### src/verilog/tcp_pkg.sv
package tcp_pkg;
   // Register byte addresses, one aligned word each
   localparam logic [7:0] ADDR_CTRL_ONE = 8'h00;
   localparam logic [7:0] ADDR_CTRL_TWO = 8'h04;
   localparam logic [7:0] ADDR_STATUS = 8'h08;
   localparam logic [7:0] ADDR_CAP1_HI = 8'h0c;
   localparam logic [7:0] ADDR_CAP1_LO = 8'h10;
   localparam logic [7:0] ADDR_CMP1_HI = 8'h14;
   localparam logic [7:0] ADDR_CMP1_LO = 8'h18;
   localparam logic [7:0] ADDR_CNT_HI = 8'h1c;
   localparam logic [7:0] ADDR_CNT_LO = 8'h20;
   localparam logic [7:0] ADDR_CAP2_HI = 8'h24;
   localparam logic [7:0] ADDR_CAP2_LO = 8'h28;
   localparam logic [7:0] ADDR_CMP2_HI = 8'h2c;
   localparam logic [7:0] ADDR_CMP2_LO = 8'h30;

   // Control one fields
   localparam int BIT_CAP_IRQ_EN = 7;
   localparam int BIT_CMP_IRQ_EN = 6;
   localparam int BIT_FORCE2 = 4;
   localparam int BIT_FORCE1 = 3;
   localparam int BIT_LEVEL2 = 2;
   localparam int BIT_EDGE1 = 1;
   localparam int BIT_LEVEL1 = 0;
   // Control two fields
   localparam int BIT_PIN_EN1 = 7;
   localparam int BIT_PIN_EN2 = 6;
   localparam int BIT_ONE_PULSE = 5;
   localparam int BIT_PWM = 4;
   localparam int BIT_CLK_SEL_HI = 3;
   localparam int BIT_CLK_SEL_LO = 2;
   localparam int BIT_EDGE2 = 1;
   localparam int BIT_EXT_EDGE = 0;
   // Status fields
   localparam int BIT_CAP_FLAG1 = 7;
   localparam int BIT_CMP_FLAG1 = 6;
   localparam int BIT_CAP_FLAG2 = 4;
   localparam int BIT_CMP_FLAG2 = 3;

   // Reset and reload values
   localparam logic [7:0] CTRL_RESET = 8'h00;
   localparam logic [15:0] CNT_RELOAD = 16'hfffc;
   localparam logic [15:0] CAP_ONE_PULSE_VALUE = 16'hfffd;
   localparam logic [15:0] CMP_RESET = 16'h8000;
   localparam logic [15:0] CAP_RESET = 16'h0000;

   // Timer clock selection codes
   localparam logic [1:0] CLK_DIV4 = 2'b00;
   localparam logic [1:0] CLK_DIV2 = 2'b01;
   localparam logic [1:0] CLK_DIV8 = 2'b10;
   localparam logic [1:0] CLK_EXT = 2'b11;

   typedef enum logic [1:0] {
      MODE_NORMAL = 2'b00,
      MODE_ONE_PULSE = 2'b01,
      MODE_PWM = 2'b10
   } tcp_mode_type;
endpackage

### src/verilog/tcp_timer_compare.sv
// The APB slave port and the address map are this design's own decisions.
`timescale 1ns/1ps
// Summary of operation
// - Match sets compare flag, drives stored level
// - Compare pin latches low during reset
// - Compare irq needs enable and clear mask
// - Status read then low byte access clears
// - High byte write inhibits until low write
// - Pin enable clear keeps pin untouched
// - Divide-by-2 matches value, others value plus one
// - Force copies level, no flag, no irq
// - Force ignored in one-pulse or PWM
// - One-pulse select enables pulse on trigger
// - Trigger: counter FFFC, level2, flag, capture FFFD
// - Trigger capture flag interrupts when enabled
// - Capture flag cleared likewise via low byte
// - One-pulse compare 1 match drives level1
// - One-pulse: no flag1; compare 2 no waveform
// - PWM select overrides one-pulse select
// - One-pulse trigger pin restarts, captures FFFD not the count
// - PWM: compare1 gives level1, compare2 level2
// - PWM compare 2 match reloads counter FFFC
// - PWM sets no compare flags
// - PWM compare 2 match sets capture flag 1
// - PWM disconnects trigger pin, capture 2 works
// - Compare values reset to 8000h only
// - Both select bits high picks external clock
module tcp_timer_compare (
   input wire logic clk,
   input wire logic rst_n,
   input wire logic psel,
   input wire logic penable,
   input wire logic pwrite,
   input wire logic [7:0] paddr,
   input wire logic [31:0] pwdata,
   output logic [31:0] prdata,
   output logic pready,
   output logic pslverr,
   input wire logic cpuIrqMask,
   input wire logic triggerInputPin,
   input wire logic captureTwoPin,
   input wire logic extClockPin,
   output logic [1:0] compareOutputPin,
   output logic [1:0] compareOutputEn,
   output logic timerIrq
);
   import tcp_pkg::*;

   logic [7:0] ctrlOne_q, ctrlTwo_q;
   logic [15:0] counter_q;
   logic [15:0] cmpVal_q [0:1];
   logic [15:0] capVal_q [0:1];
   logic [1:0] cmpFlag_q, capFlag_q, cmpArm_q, capArm_q, cmpInhibit_q, pinLevel_q;
   logic [1:0] pinSync1_q, pinSync2_q, pinPrev_q, pinEdge, edgeSel;
   logic counterMoved_q, pready_q, pslverr_q, irq_q;
   logic [31:0] prdata_q;
   tcp_mode_type mode_q, mode_d;
   logic tick;

   ////////////////////////////////////////////////////////////////////////////
   // Timer clock source
   tcp_timer_tick uTick (
      .clk(clk),
      .rst_n(rst_n),
      .timerClockSelect(ctrlTwo_q[BIT_CLK_SEL_HI:BIT_CLK_SEL_LO]),
      .extEdgeSel(ctrlTwo_q[BIT_EXT_EDGE]),
      .extClockPin(extClockPin),
      .tick(tick)
   );

   ////////////////////////////////////////////////////////////////////////////
   // APB decode; answer comes one cycle into the access phase
   logic setupSeen, access, wrAccess, rdAccess, addrHit;
   logic [1:0] cmpHiWr, cmpLoWr, cmpLoAcc, capLoAcc;
   logic statusRd, cntLoWr;
   logic [7:0] statusByte, readByte;
   assign setupSeen = psel & penable & ~pready_q;
   assign access = psel & penable & pready_q;
   assign wrAccess = access & pwrite;
   assign rdAccess = access & ~pwrite;
   assign statusRd = rdAccess & (paddr == ADDR_STATUS);
   assign cmpHiWr = {wrAccess & (paddr == ADDR_CMP2_HI), wrAccess & (paddr == ADDR_CMP1_HI)};
   assign cmpLoWr = {wrAccess & (paddr == ADDR_CMP2_LO), wrAccess & (paddr == ADDR_CMP1_LO)};
   assign cmpLoAcc = {access & (paddr == ADDR_CMP2_LO), access & (paddr == ADDR_CMP1_LO)};
   assign capLoAcc = {access & (paddr == ADDR_CAP2_LO), access & (paddr == ADDR_CAP1_LO)};
   assign cntLoWr = wrAccess & (paddr == ADDR_CNT_LO);
   assign statusByte = {capFlag_q[0], cmpFlag_q[0], 1'b0, capFlag_q[1], cmpFlag_q[1], 3'h0};
   assign addrHit = (paddr == ADDR_CTRL_ONE) | (paddr == ADDR_CTRL_TWO) | (paddr == ADDR_STATUS) |
                    (paddr == ADDR_CAP1_HI) | (paddr == ADDR_CAP1_LO) | (paddr == ADDR_CMP1_HI) |
                    (paddr == ADDR_CMP1_LO) | (paddr == ADDR_CNT_HI) | (paddr == ADDR_CNT_LO) |
                    (paddr == ADDR_CAP2_HI) | (paddr == ADDR_CAP2_LO) | (paddr == ADDR_CMP2_HI) |
                    (paddr == ADDR_CMP2_LO);
   // Read mux; unmapped offsets read zero
   assign readByte = (paddr == ADDR_CTRL_ONE) ? ctrlOne_q :
                     (paddr == ADDR_CTRL_TWO) ? ctrlTwo_q :
                     (paddr == ADDR_STATUS) ? statusByte :
                     (paddr == ADDR_CAP1_HI) ? capVal_q[0][15:8] :
                     (paddr == ADDR_CAP1_LO) ? capVal_q[0][7:0] :
                     (paddr == ADDR_CMP1_HI) ? cmpVal_q[0][15:8] :
                     (paddr == ADDR_CMP1_LO) ? cmpVal_q[0][7:0] :
                     (paddr == ADDR_CNT_HI) ? counter_q[15:8] :
                     (paddr == ADDR_CNT_LO) ? counter_q[7:0] :
                     (paddr == ADDR_CAP2_HI) ? capVal_q[1][15:8] :
                     (paddr == ADDR_CAP2_LO) ? capVal_q[1][7:0] :
                     (paddr == ADDR_CMP2_HI) ? cmpVal_q[1][15:8] :
                     (paddr == ADDR_CMP2_LO) ? cmpVal_q[1][7:0] : 8'h00;

   // Bus answer flops
   always_ff @(posedge clk) begin
      if (!rst_n) begin
         pready_q <= 1'b0;
         pslverr_q <= 1'b0;
         prdata_q <= 32'h0;
      end else begin
         pready_q <= setupSeen;
         pslverr_q <= setupSeen & ~addrHit;
         prdata_q <= setupSeen ? {24'h0, readByte} : prdata_q;
      end
   end

   // Control registers, software owned
   always_ff @(posedge clk) begin
      if (!rst_n) begin
         ctrlOne_q <= CTRL_RESET;
         ctrlTwo_q <= CTRL_RESET;
      end else begin
         if (wrAccess & (paddr == ADDR_CTRL_ONE)) ctrlOne_q <= pwdata[7:0];
         if (wrAccess & (paddr == ADDR_CTRL_TWO)) ctrlTwo_q <= pwdata[7:0];
      end
   end

   ////////////////////////////////////////////////////////////////////////////
   // Mode select, PWM wins over one-pulse; taken only on a timer tick
   assign mode_d = ctrlTwo_q[BIT_PWM] ? MODE_PWM :
                   ctrlTwo_q[BIT_ONE_PULSE] ? MODE_ONE_PULSE : MODE_NORMAL;

   always_ff @(posedge clk) begin
      if (!rst_n) mode_q <= MODE_NORMAL;
      else if (tick) mode_q <= mode_d;
   end

   ////////////////////////////////////////////////////////////////////////////
   // Capture pins: two flops, then the selected edge
   assign edgeSel = {ctrlTwo_q[BIT_EDGE2], ctrlOne_q[BIT_EDGE1]};
   generate
      for (genvar ch = 0; ch < 2; ch++) begin : gPin
         always_ff @(posedge clk) begin
            if (!rst_n) begin
               pinSync1_q[ch] <= 1'b0;
               pinSync2_q[ch] <= 1'b0;
               pinPrev_q[ch] <= 1'b0;
            end else begin
               pinSync1_q[ch] <= (ch == 0) ? triggerInputPin : captureTwoPin;
               pinSync2_q[ch] <= pinSync1_q[ch];
               pinPrev_q[ch] <= pinSync2_q[ch];
            end
         end
         assign pinEdge[ch] = edgeSel[ch] ? (pinSync2_q[ch] & ~pinPrev_q[ch]) : (~pinSync2_q[ch] & pinPrev_q[ch]);
      end
   endgenerate

   ////////////////////////////////////////////////////////////////////////////
   // Compare: evaluated once per new counter value
   logic div2Clk;
   logic [15:0] cmpTarget [0:1];
   logic [1:0] cmpMatch, cmpSet, capSet, cmpClr, capClr;
   logic trigEvent, capOneNormal, pwmReload, cntReload;
   assign div2Clk = ctrlTwo_q[BIT_CLK_SEL_HI:BIT_CLK_SEL_LO] == CLK_DIV2;
   assign cmpTarget[0] = div2Clk ? cmpVal_q[0] : cmpVal_q[0] + 16'h1;
   assign cmpTarget[1] = div2Clk ? cmpVal_q[1] : cmpVal_q[1] + 16'h1;
   assign cmpMatch[0] = counterMoved_q & ~cmpInhibit_q[0] & (counter_q == cmpTarget[0]);
   assign cmpMatch[1] = counterMoved_q & ~cmpInhibit_q[1] & (counter_q == cmpTarget[1]);
   // Trigger pin restarts the counter in one-pulse mode and is dead in PWM
   assign trigEvent = pinEdge[0] & (mode_q == MODE_ONE_PULSE);
   assign capOneNormal = pinEdge[0] & (mode_q == MODE_NORMAL);
   assign pwmReload = cmpMatch[1] & (mode_q == MODE_PWM);
   assign cntReload = cntLoWr | trigEvent | pwmReload;
   // Flag sources per mode
   assign cmpSet[0] = cmpMatch[0] & (mode_q == MODE_NORMAL);
   assign cmpSet[1] = cmpMatch[1] & (mode_q != MODE_PWM);
   assign capSet[0] = capOneNormal | trigEvent | pwmReload;
   assign capSet[1] = pinEdge[1];
   // Two-step clear: status read armed the flag, low byte access finishes it
   assign cmpClr = cmpArm_q & cmpLoAcc;
   assign capClr = capArm_q & capLoAcc;

   // Counter; reload covers software write, trigger and PWM period end
   always_ff @(posedge clk) begin
      if (!rst_n) begin
         counter_q <= CNT_RELOAD;
         counterMoved_q <= 1'b0;
      end else begin
         counter_q <= cntReload ? CNT_RELOAD : (tick ? counter_q + 16'h1 : counter_q);
         counterMoved_q <= tick & ~cntReload;
      end
   end

   // Per channel values, flags and arming; a set beats a clear
   generate
      for (genvar ch = 0; ch < 2; ch++) begin : gChan
         always_ff @(posedge clk) begin
            if (!rst_n) begin
               cmpVal_q[ch] <= CMP_RESET;
               capVal_q[ch] <= CAP_RESET;
               cmpInhibit_q[ch] <= 1'b0;
               cmpFlag_q[ch] <= 1'b0;
               capFlag_q[ch] <= 1'b0;
               cmpArm_q[ch] <= 1'b0;
               capArm_q[ch] <= 1'b0;
            end else begin
               if (cmpHiWr[ch]) cmpVal_q[ch][15:8] <= pwdata[7:0];
               if (cmpLoWr[ch]) cmpVal_q[ch][7:0] <= pwdata[7:0];
               cmpInhibit_q[ch] <= cmpHiWr[ch] | (cmpInhibit_q[ch] & ~cmpLoWr[ch]);
               if (ch == 0 && trigEvent) capVal_q[ch] <= CAP_ONE_PULSE_VALUE;
               else if ((ch == 0) ? capOneNormal : capSet[ch]) capVal_q[ch] <= counter_q;
               cmpFlag_q[ch] <= cmpSet[ch] | (cmpFlag_q[ch] & ~cmpClr[ch]);
               capFlag_q[ch] <= capSet[ch] | (capFlag_q[ch] & ~capClr[ch]);
               cmpArm_q[ch] <= (statusRd & cmpFlag_q[ch]) | (cmpArm_q[ch] & ~cmpLoAcc[ch]);
               capArm_q[ch] <= (statusRd & capFlag_q[ch]) | (capArm_q[ch] & ~capLoAcc[ch]);
            end
         end
      end
   endgenerate

   ////////////////////////////////////////////////////////////////////////////
   // Waveform pins; a disabled pin keeps its latch untouched
   logic [1:0] pinEn, pinLoad, pinValue, forceOn;
   logic levelOne, levelTwo;
   assign pinEn = {ctrlTwo_q[BIT_PIN_EN2], ctrlTwo_q[BIT_PIN_EN1]};
   assign levelOne = ctrlOne_q[BIT_LEVEL1];
   assign levelTwo = ctrlOne_q[BIT_LEVEL2];
   // Force works only in plain compare mode and sets no flag
   assign forceOn = {ctrlOne_q[BIT_FORCE2], ctrlOne_q[BIT_FORCE1]} & {2{mode_q == MODE_NORMAL}};
   // Pin 1: trigger or period end outranks a width match in the same cycle
   assign pinLoad[0] = pinEn[0] & (cmpMatch[0] | forceOn[0] | trigEvent | pwmReload);
   assign pinValue[0] = (trigEvent | pwmReload) ? levelTwo : levelOne;
   // Pin 2 is only a compare output in plain mode
   assign pinLoad[1] = pinEn[1] & (mode_q == MODE_NORMAL) & (cmpMatch[1] | forceOn[1]);
   assign pinValue[1] = levelTwo;

   always_ff @(posedge clk) begin
      if (!rst_n) pinLevel_q <= 2'b00;
      else pinLevel_q <= (pinLoad & pinValue) | (~pinLoad & pinLevel_q);
   end

   ////////////////////////////////////////////////////////////////////////////
   // Shared timer interrupt; mask gating is registered to keep the pin clean
   always_ff @(posedge clk) begin
      if (!rst_n) irq_q <= 1'b0;
      else irq_q <= ~cpuIrqMask & ((ctrlOne_q[BIT_CMP_IRQ_EN] & |cmpFlag_q) |
                                   (ctrlOne_q[BIT_CAP_IRQ_EN] & |capFlag_q));
   end

   assign prdata = prdata_q;
   assign pready = pready_q;
   assign pslverr = pslverr_q;
   assign compareOutputPin = pinLevel_q;
   assign compareOutputEn = {ctrlTwo_q[BIT_PIN_EN2], ctrlTwo_q[BIT_PIN_EN1]};
   assign timerIrq = irq_q;
endmodule

### src/verilog/tcp_timer_tick.sv
`timescale 1ns/1ps
module tcp_timer_tick (
   input wire logic clk,
   input wire logic rst_n,
   input wire logic [1:0] timerClockSelect,
   input wire logic extEdgeSel,
   input wire logic extClockPin,
   output logic tick
);
   import tcp_pkg::*;

   logic [2:0] div_q;
   logic extSync1_q, extSync2_q, extPrev_q, tick_q;
   logic [2:0] divMask;
   logic extEdge, tick_d;

   ////////////////////////////////////////////////////////////////////////////
   // Prescaler masks: a tick once all selected divider bits are high
   assign divMask = (timerClockSelect == CLK_DIV2) ? 3'h1 :
                    (timerClockSelect == CLK_DIV4) ? 3'h3 : 3'h7;
   // External edge only counts once it has crossed two flops
   assign extEdge = extEdgeSel ? (extSync2_q & ~extPrev_q) : (~extSync2_q & extPrev_q);
   assign tick_d = (timerClockSelect == CLK_EXT) ? extEdge : ((div_q & divMask) == divMask);
   assign tick = tick_q;

   // Free divider and external clock synchroniser
   always_ff @(posedge clk) begin
      if (!rst_n) begin
         div_q <= 3'h0;
         extSync1_q <= 1'b0;
         extSync2_q <= 1'b0;
         extPrev_q <= 1'b0;
         tick_q <= 1'b0;
      end else begin
         div_q <= div_q + 3'h1;
         extSync1_q <= extClockPin;
         extSync2_q <= extSync1_q;
         extPrev_q <= extSync2_q;
         tick_q <= tick_d;
      end
   end
endmodule

### config.mk
export PLATFORM = sky130hd
export DESIGN_NAME = tcp_timer_compare
export DESIGN_NICKNAME = d
export VERILOG_FILES = /design/src/verilog/tcp_pkg.sv /design/src/verilog/tcp_timer_compare.sv /design/src/verilog/tcp_timer_tick.sv
export SDC_FILE = /design/constraint.sdc
export NUM_CORES = 1
export LEC_CHECK = 0
export BUFFER_PORTS_ARGS = -buffer_cell sky130_fd_sc_hd__buf_2
export CAP_MARGIN = 20
export CORE_ASPECT_RATIO = 1.2
export CORE_MARGIN = 2
export CORE_UTILIZATION = 55
export CTS_BUF_LIST = sky130_fd_sc_hd__clkbuf_16
export DETAILED_ROUTE_END_ITERATION = 10
export PLACE_DENSITY = 0.78
export SYNTH_ARGS = -nofsm -noshare
export SYNTH_HDL_FRONTEND = slang
export SYNTH_HIERARCHICAL = 1
export SYNTH_SLANG_ARGS = --single-unit
### constraint.sdc
create_clock -name clk -period 2.8 [get_ports clk]
set_clock_uncertainty 0.1 [all_clocks]
set_input_delay 0.14 -clock clk [delete_from_list [all_inputs] [get_ports clk]]
set_output_delay 0.14 -clock clk [all_outputs]
set_load 0.01 [all_outputs]
==> run_results.csv <==
group,metric,value,unit
sta,fmax,0.3554,GHz
power,p_total,0.004842,W
finish,fillerInstances,1125,
cts,cts_max_level,4,
floorplan,start_util,55.91,%
detailed_routing,ant_nets,0,
synthesis,yosysMostFrequentCell,"nand2_1",
sta,holdWs,62.93,ps
critical_path,cpPeakStageDelay,470,ps
critical_path,cpLargestDelayFamily,"simple AND/OR/NAND/NOR gates",
sta,hold_viol_final,0,
floorplan,core_area,13760,um2
hold_path,min_from,"rst_n",
critical_path,cp.required,3010,ps
synthesis,yosys-top-cells-area,"edfxtp_1 25%, dfxtp_1 18%, and2_1 5.2%",
synthesis,yosysSeqAreaShare,43.45,%
detailed_routing,drtPass1Iterations,5,
sta,setup_slack,-13.89,ps
synthesis,ys_ff_latch,135,
critical_path,worstSetupEndpointType,"register",
grt,overflow,0,
synthesis,synthesis.instances,834,
grt,antenna_found_initial,0,
synthesis,synth_cell_types,75,
synthesis,synth_simple_gate_area_share,26.74,%
synthesis,synth_edf_count,64,
sta,finalSetupViolations,1,
status,violations,"negative setup slack",
synthesis,synthMuxAreaShare,1.594,%
detailed_routing,drc,0,
floorplan,fp-row-count,47,
detailed_routing,wire_per_inst,21.00,um
finish,multi_input_area,4044,um2
grt,grt_max_degree,29,
power,leakage,3.488,nW
power,powerDensity,534.6,nW/um2
cts,clock-sinks,135,
grt,grt_pass1_wl,35.26,mm
synthesis,syn-cell-area,7694,um2
synthesis,yosys.area.top_type,"edfxtp_1",
synthesis,synth_fa_ha_area_share,0.6505,%
synthesis,synth_compound_area_share,15.87,%
critical_path,timing.critical_path.cells,"ha_4, nand4_1, nor4b_4, xnor2_1, or3_1, and3b_1, nor4_4, o211ai_2, mux2i_1",
detailed_routing,vias,6860,
floorplan,ios,88,
grt,grt.total_usage,31.18,%
synthesis,avgSynthCellArea,9.225,um2
sta,rsz0062_at_grt,"yes",
cts,clkTransAtPathRegs,60,ps
finish,diodes,0,
critical_path,worstReg2RegStart,"cmpVal_q[1][0]",
synthesis,synth-main-ff-cell,"dfxtp_1",
finish,seq_area,3343,um2
critical_path,crit_fanout,4,
synthesis,synth_common_cells,"106 x nand2_1, 71 x dfxtp_1, 64 x and2_1, 64 x edfxtp_1, 47 x nor2_1",
placement,io_buffers,39,
finish,final_nets,967,
status,status,"finished with violations",
sta,tightest_slew,1027,ps
floorplan,die_w,112.0,um
critical_path,crit_slowest_cell,"nor4_4",
critical_path,cp_num_buf_inv,0,
synthesis,synthArstFlopShare,0,%
power,peakVddDrop,0.0004251,V
placement,gp_congestion,0.9930,
hold_path,hold_class,"primary input to register",
cts,cts_tree,"done",
cts,clk_latency,430,ps
critical_path,cp-start-kind,"register",
sta,drv_slew,0,
cts,cts.path.max_buffers,2,
detailed_routing,viasPerCell,6.248,
critical_path,worstPathArrival,3030,ps
sta,period_share,100.5,%
cts,cts_buffers,17,
grt,grt_pass1_vias,6346,
floorplan,die_y,133.6,um
floorplan,die_area,14950,um2
critical_path,crit_start,"cmpVal_q[1][0]",
flow_run,maxCapViolCount,0,
cts,clock-root-buffer,"clkbuf_16",
sta,layout_min_cycle_time,2814,ps
detailed_routing,drt_wl_total,23.06,mm
placement,dpl.hpwl,16.75,mm
synthesis,synth-xor-area-share,6.375,%
synthesis,synth_top_family_by_area,"simple AND/OR/NAND/NOR gates",
detailed_routing,first_iter_violations,725,
sta,maxSlewHeadroom,31.30,%
finish,final_layout_size_suffix_gt1_share,16.40,%
critical_path,worst-setup-path-type,"register to register",
synthesis,yosysWarnings,6,
finish,synthToLayoutAreaGrowth,17.73,%
synthesis,post-synth-top-area-fraction,24.98,%
[kinds of logic (layout without fill, tap and decap cells)]
kind of cell               Yosys count  after routing
buffers and inverters               80            150
AOI/OAI and AO/OA                  174            174
adders and majority gates            4              4
other                                1             24
muxes                               12             12
and+or+nand+nor                    372            372
xor gates and xnor gates            56             56
DFF                                135            135
[cells in the final DEF, fill, tap and decap left out, types with 11 or more instances in the layout]
cell type	Yosys	routed
nor2b_1	15	15
conb_1	1	24
and2_1	64	64
a21o_1	16	16
dlygate4sd3_1	0	12
a21boi_0	20	20
nor3_1	16	16
xor2_1	27	27
buf_4	26	59
nand3_1	30	30
or3_1	14	14
nand2b_1	13	13
dfxtp_1	71	71
a221oi_1	11	11
buf_2	6	39
xnor2_1	29	29
a21oi_1	21	21
edfxtp_1	64	64
nor2_1	47	47
and3_1	11	11
clkbuf_16	0	20
o21ai_0	30	29
nand2_1	106	106
[final timing paths]
| path | endpoint | slack [ps] | depth (start not counted) |
|---|---|---|---|
| setup / recovery | register | -10 | 9 |
| hold / removal | timerIrq | 60 | 3 |
| setup reg to reg | register | -10 | 9 |
| hold reg to reg | pinSync2_q[0] | 340 | 1 |
[layer usage]
metal  track usage, %  wire, um
met5                0         0
met4            18.02      1720
met3            6.096      2250
met2            51.21     10440
met1            38.34      8649
[sequential cells by signal, summed over array words and instances (netlist names), 3 cells and up, named ones only]
name and cells:
capVal_q 32, cmpVal_q 32, counter_q 16, ctrlOne_q 8, ctrlTwo_q 8, prdata 8, uTick/div_q 3
[final cells by class]
type,instances,share of cell area [%]
tap,171,2.362
multi-input combinational,642,44.65
clock inverter,12,1.492
inverter,6,0.2487
sequential,135,36.91
clock buffer,20,5.526
timing repair buffer,112,8.813
[power by group]
part           switching (W)  leakage [nW]  internal, W
registers          0.0000395          1.23      0.00212
clock network       0.000897         0.308      0.00148
logic               0.000188          1.95     0.000120
total                0.00112          3.49      0.00372
[worst reg2reg max path, stage by stage (launching register included)]
cell and delay [ps]:
edfxtp_1 450, ha_4 170, nand4_1 210, nor4b_4 440, xnor2_1 90, or3_1 310, and3b_1 210, nor4_4 470
o211ai_2 120, mux2i_1 130
[metrics by stage]
| stage | utilization [%] | setup WS (ps) | TNS, ps | std cells | cell area (um2) |
|---|---|---|---|---|---|
| floorplan | - | 248.7 | 0 | 857 | 7780 |
| CTS | 65.51 | 22.72 | 0 | 1094 | 9015 |
| global route | 65.82 | -200.2 | -2145 | 1098 | 9057 |
| detailed placement | 59.87 | -37.61 | -136.8 | 1049 | 8239 |
| global placement | 59.87 | 39.37 | 0 | 1049 | 8239 |
| finish | 65.82 | -13.89 | -13.89 | 1098 | 9057 |
[what timing repair did]
item / 4_1_cts / 5_1_grt
pin swaps: 0 / 3
hold buffers: 12 / 0
endpoints found under the setup margin: 17 / 21
setup buffers: 1 / 4
hold endpoints to repair: 22 / 0
resized for setup: 0 / 2
No activity file was read; power rests on OpenSTA's default activity.
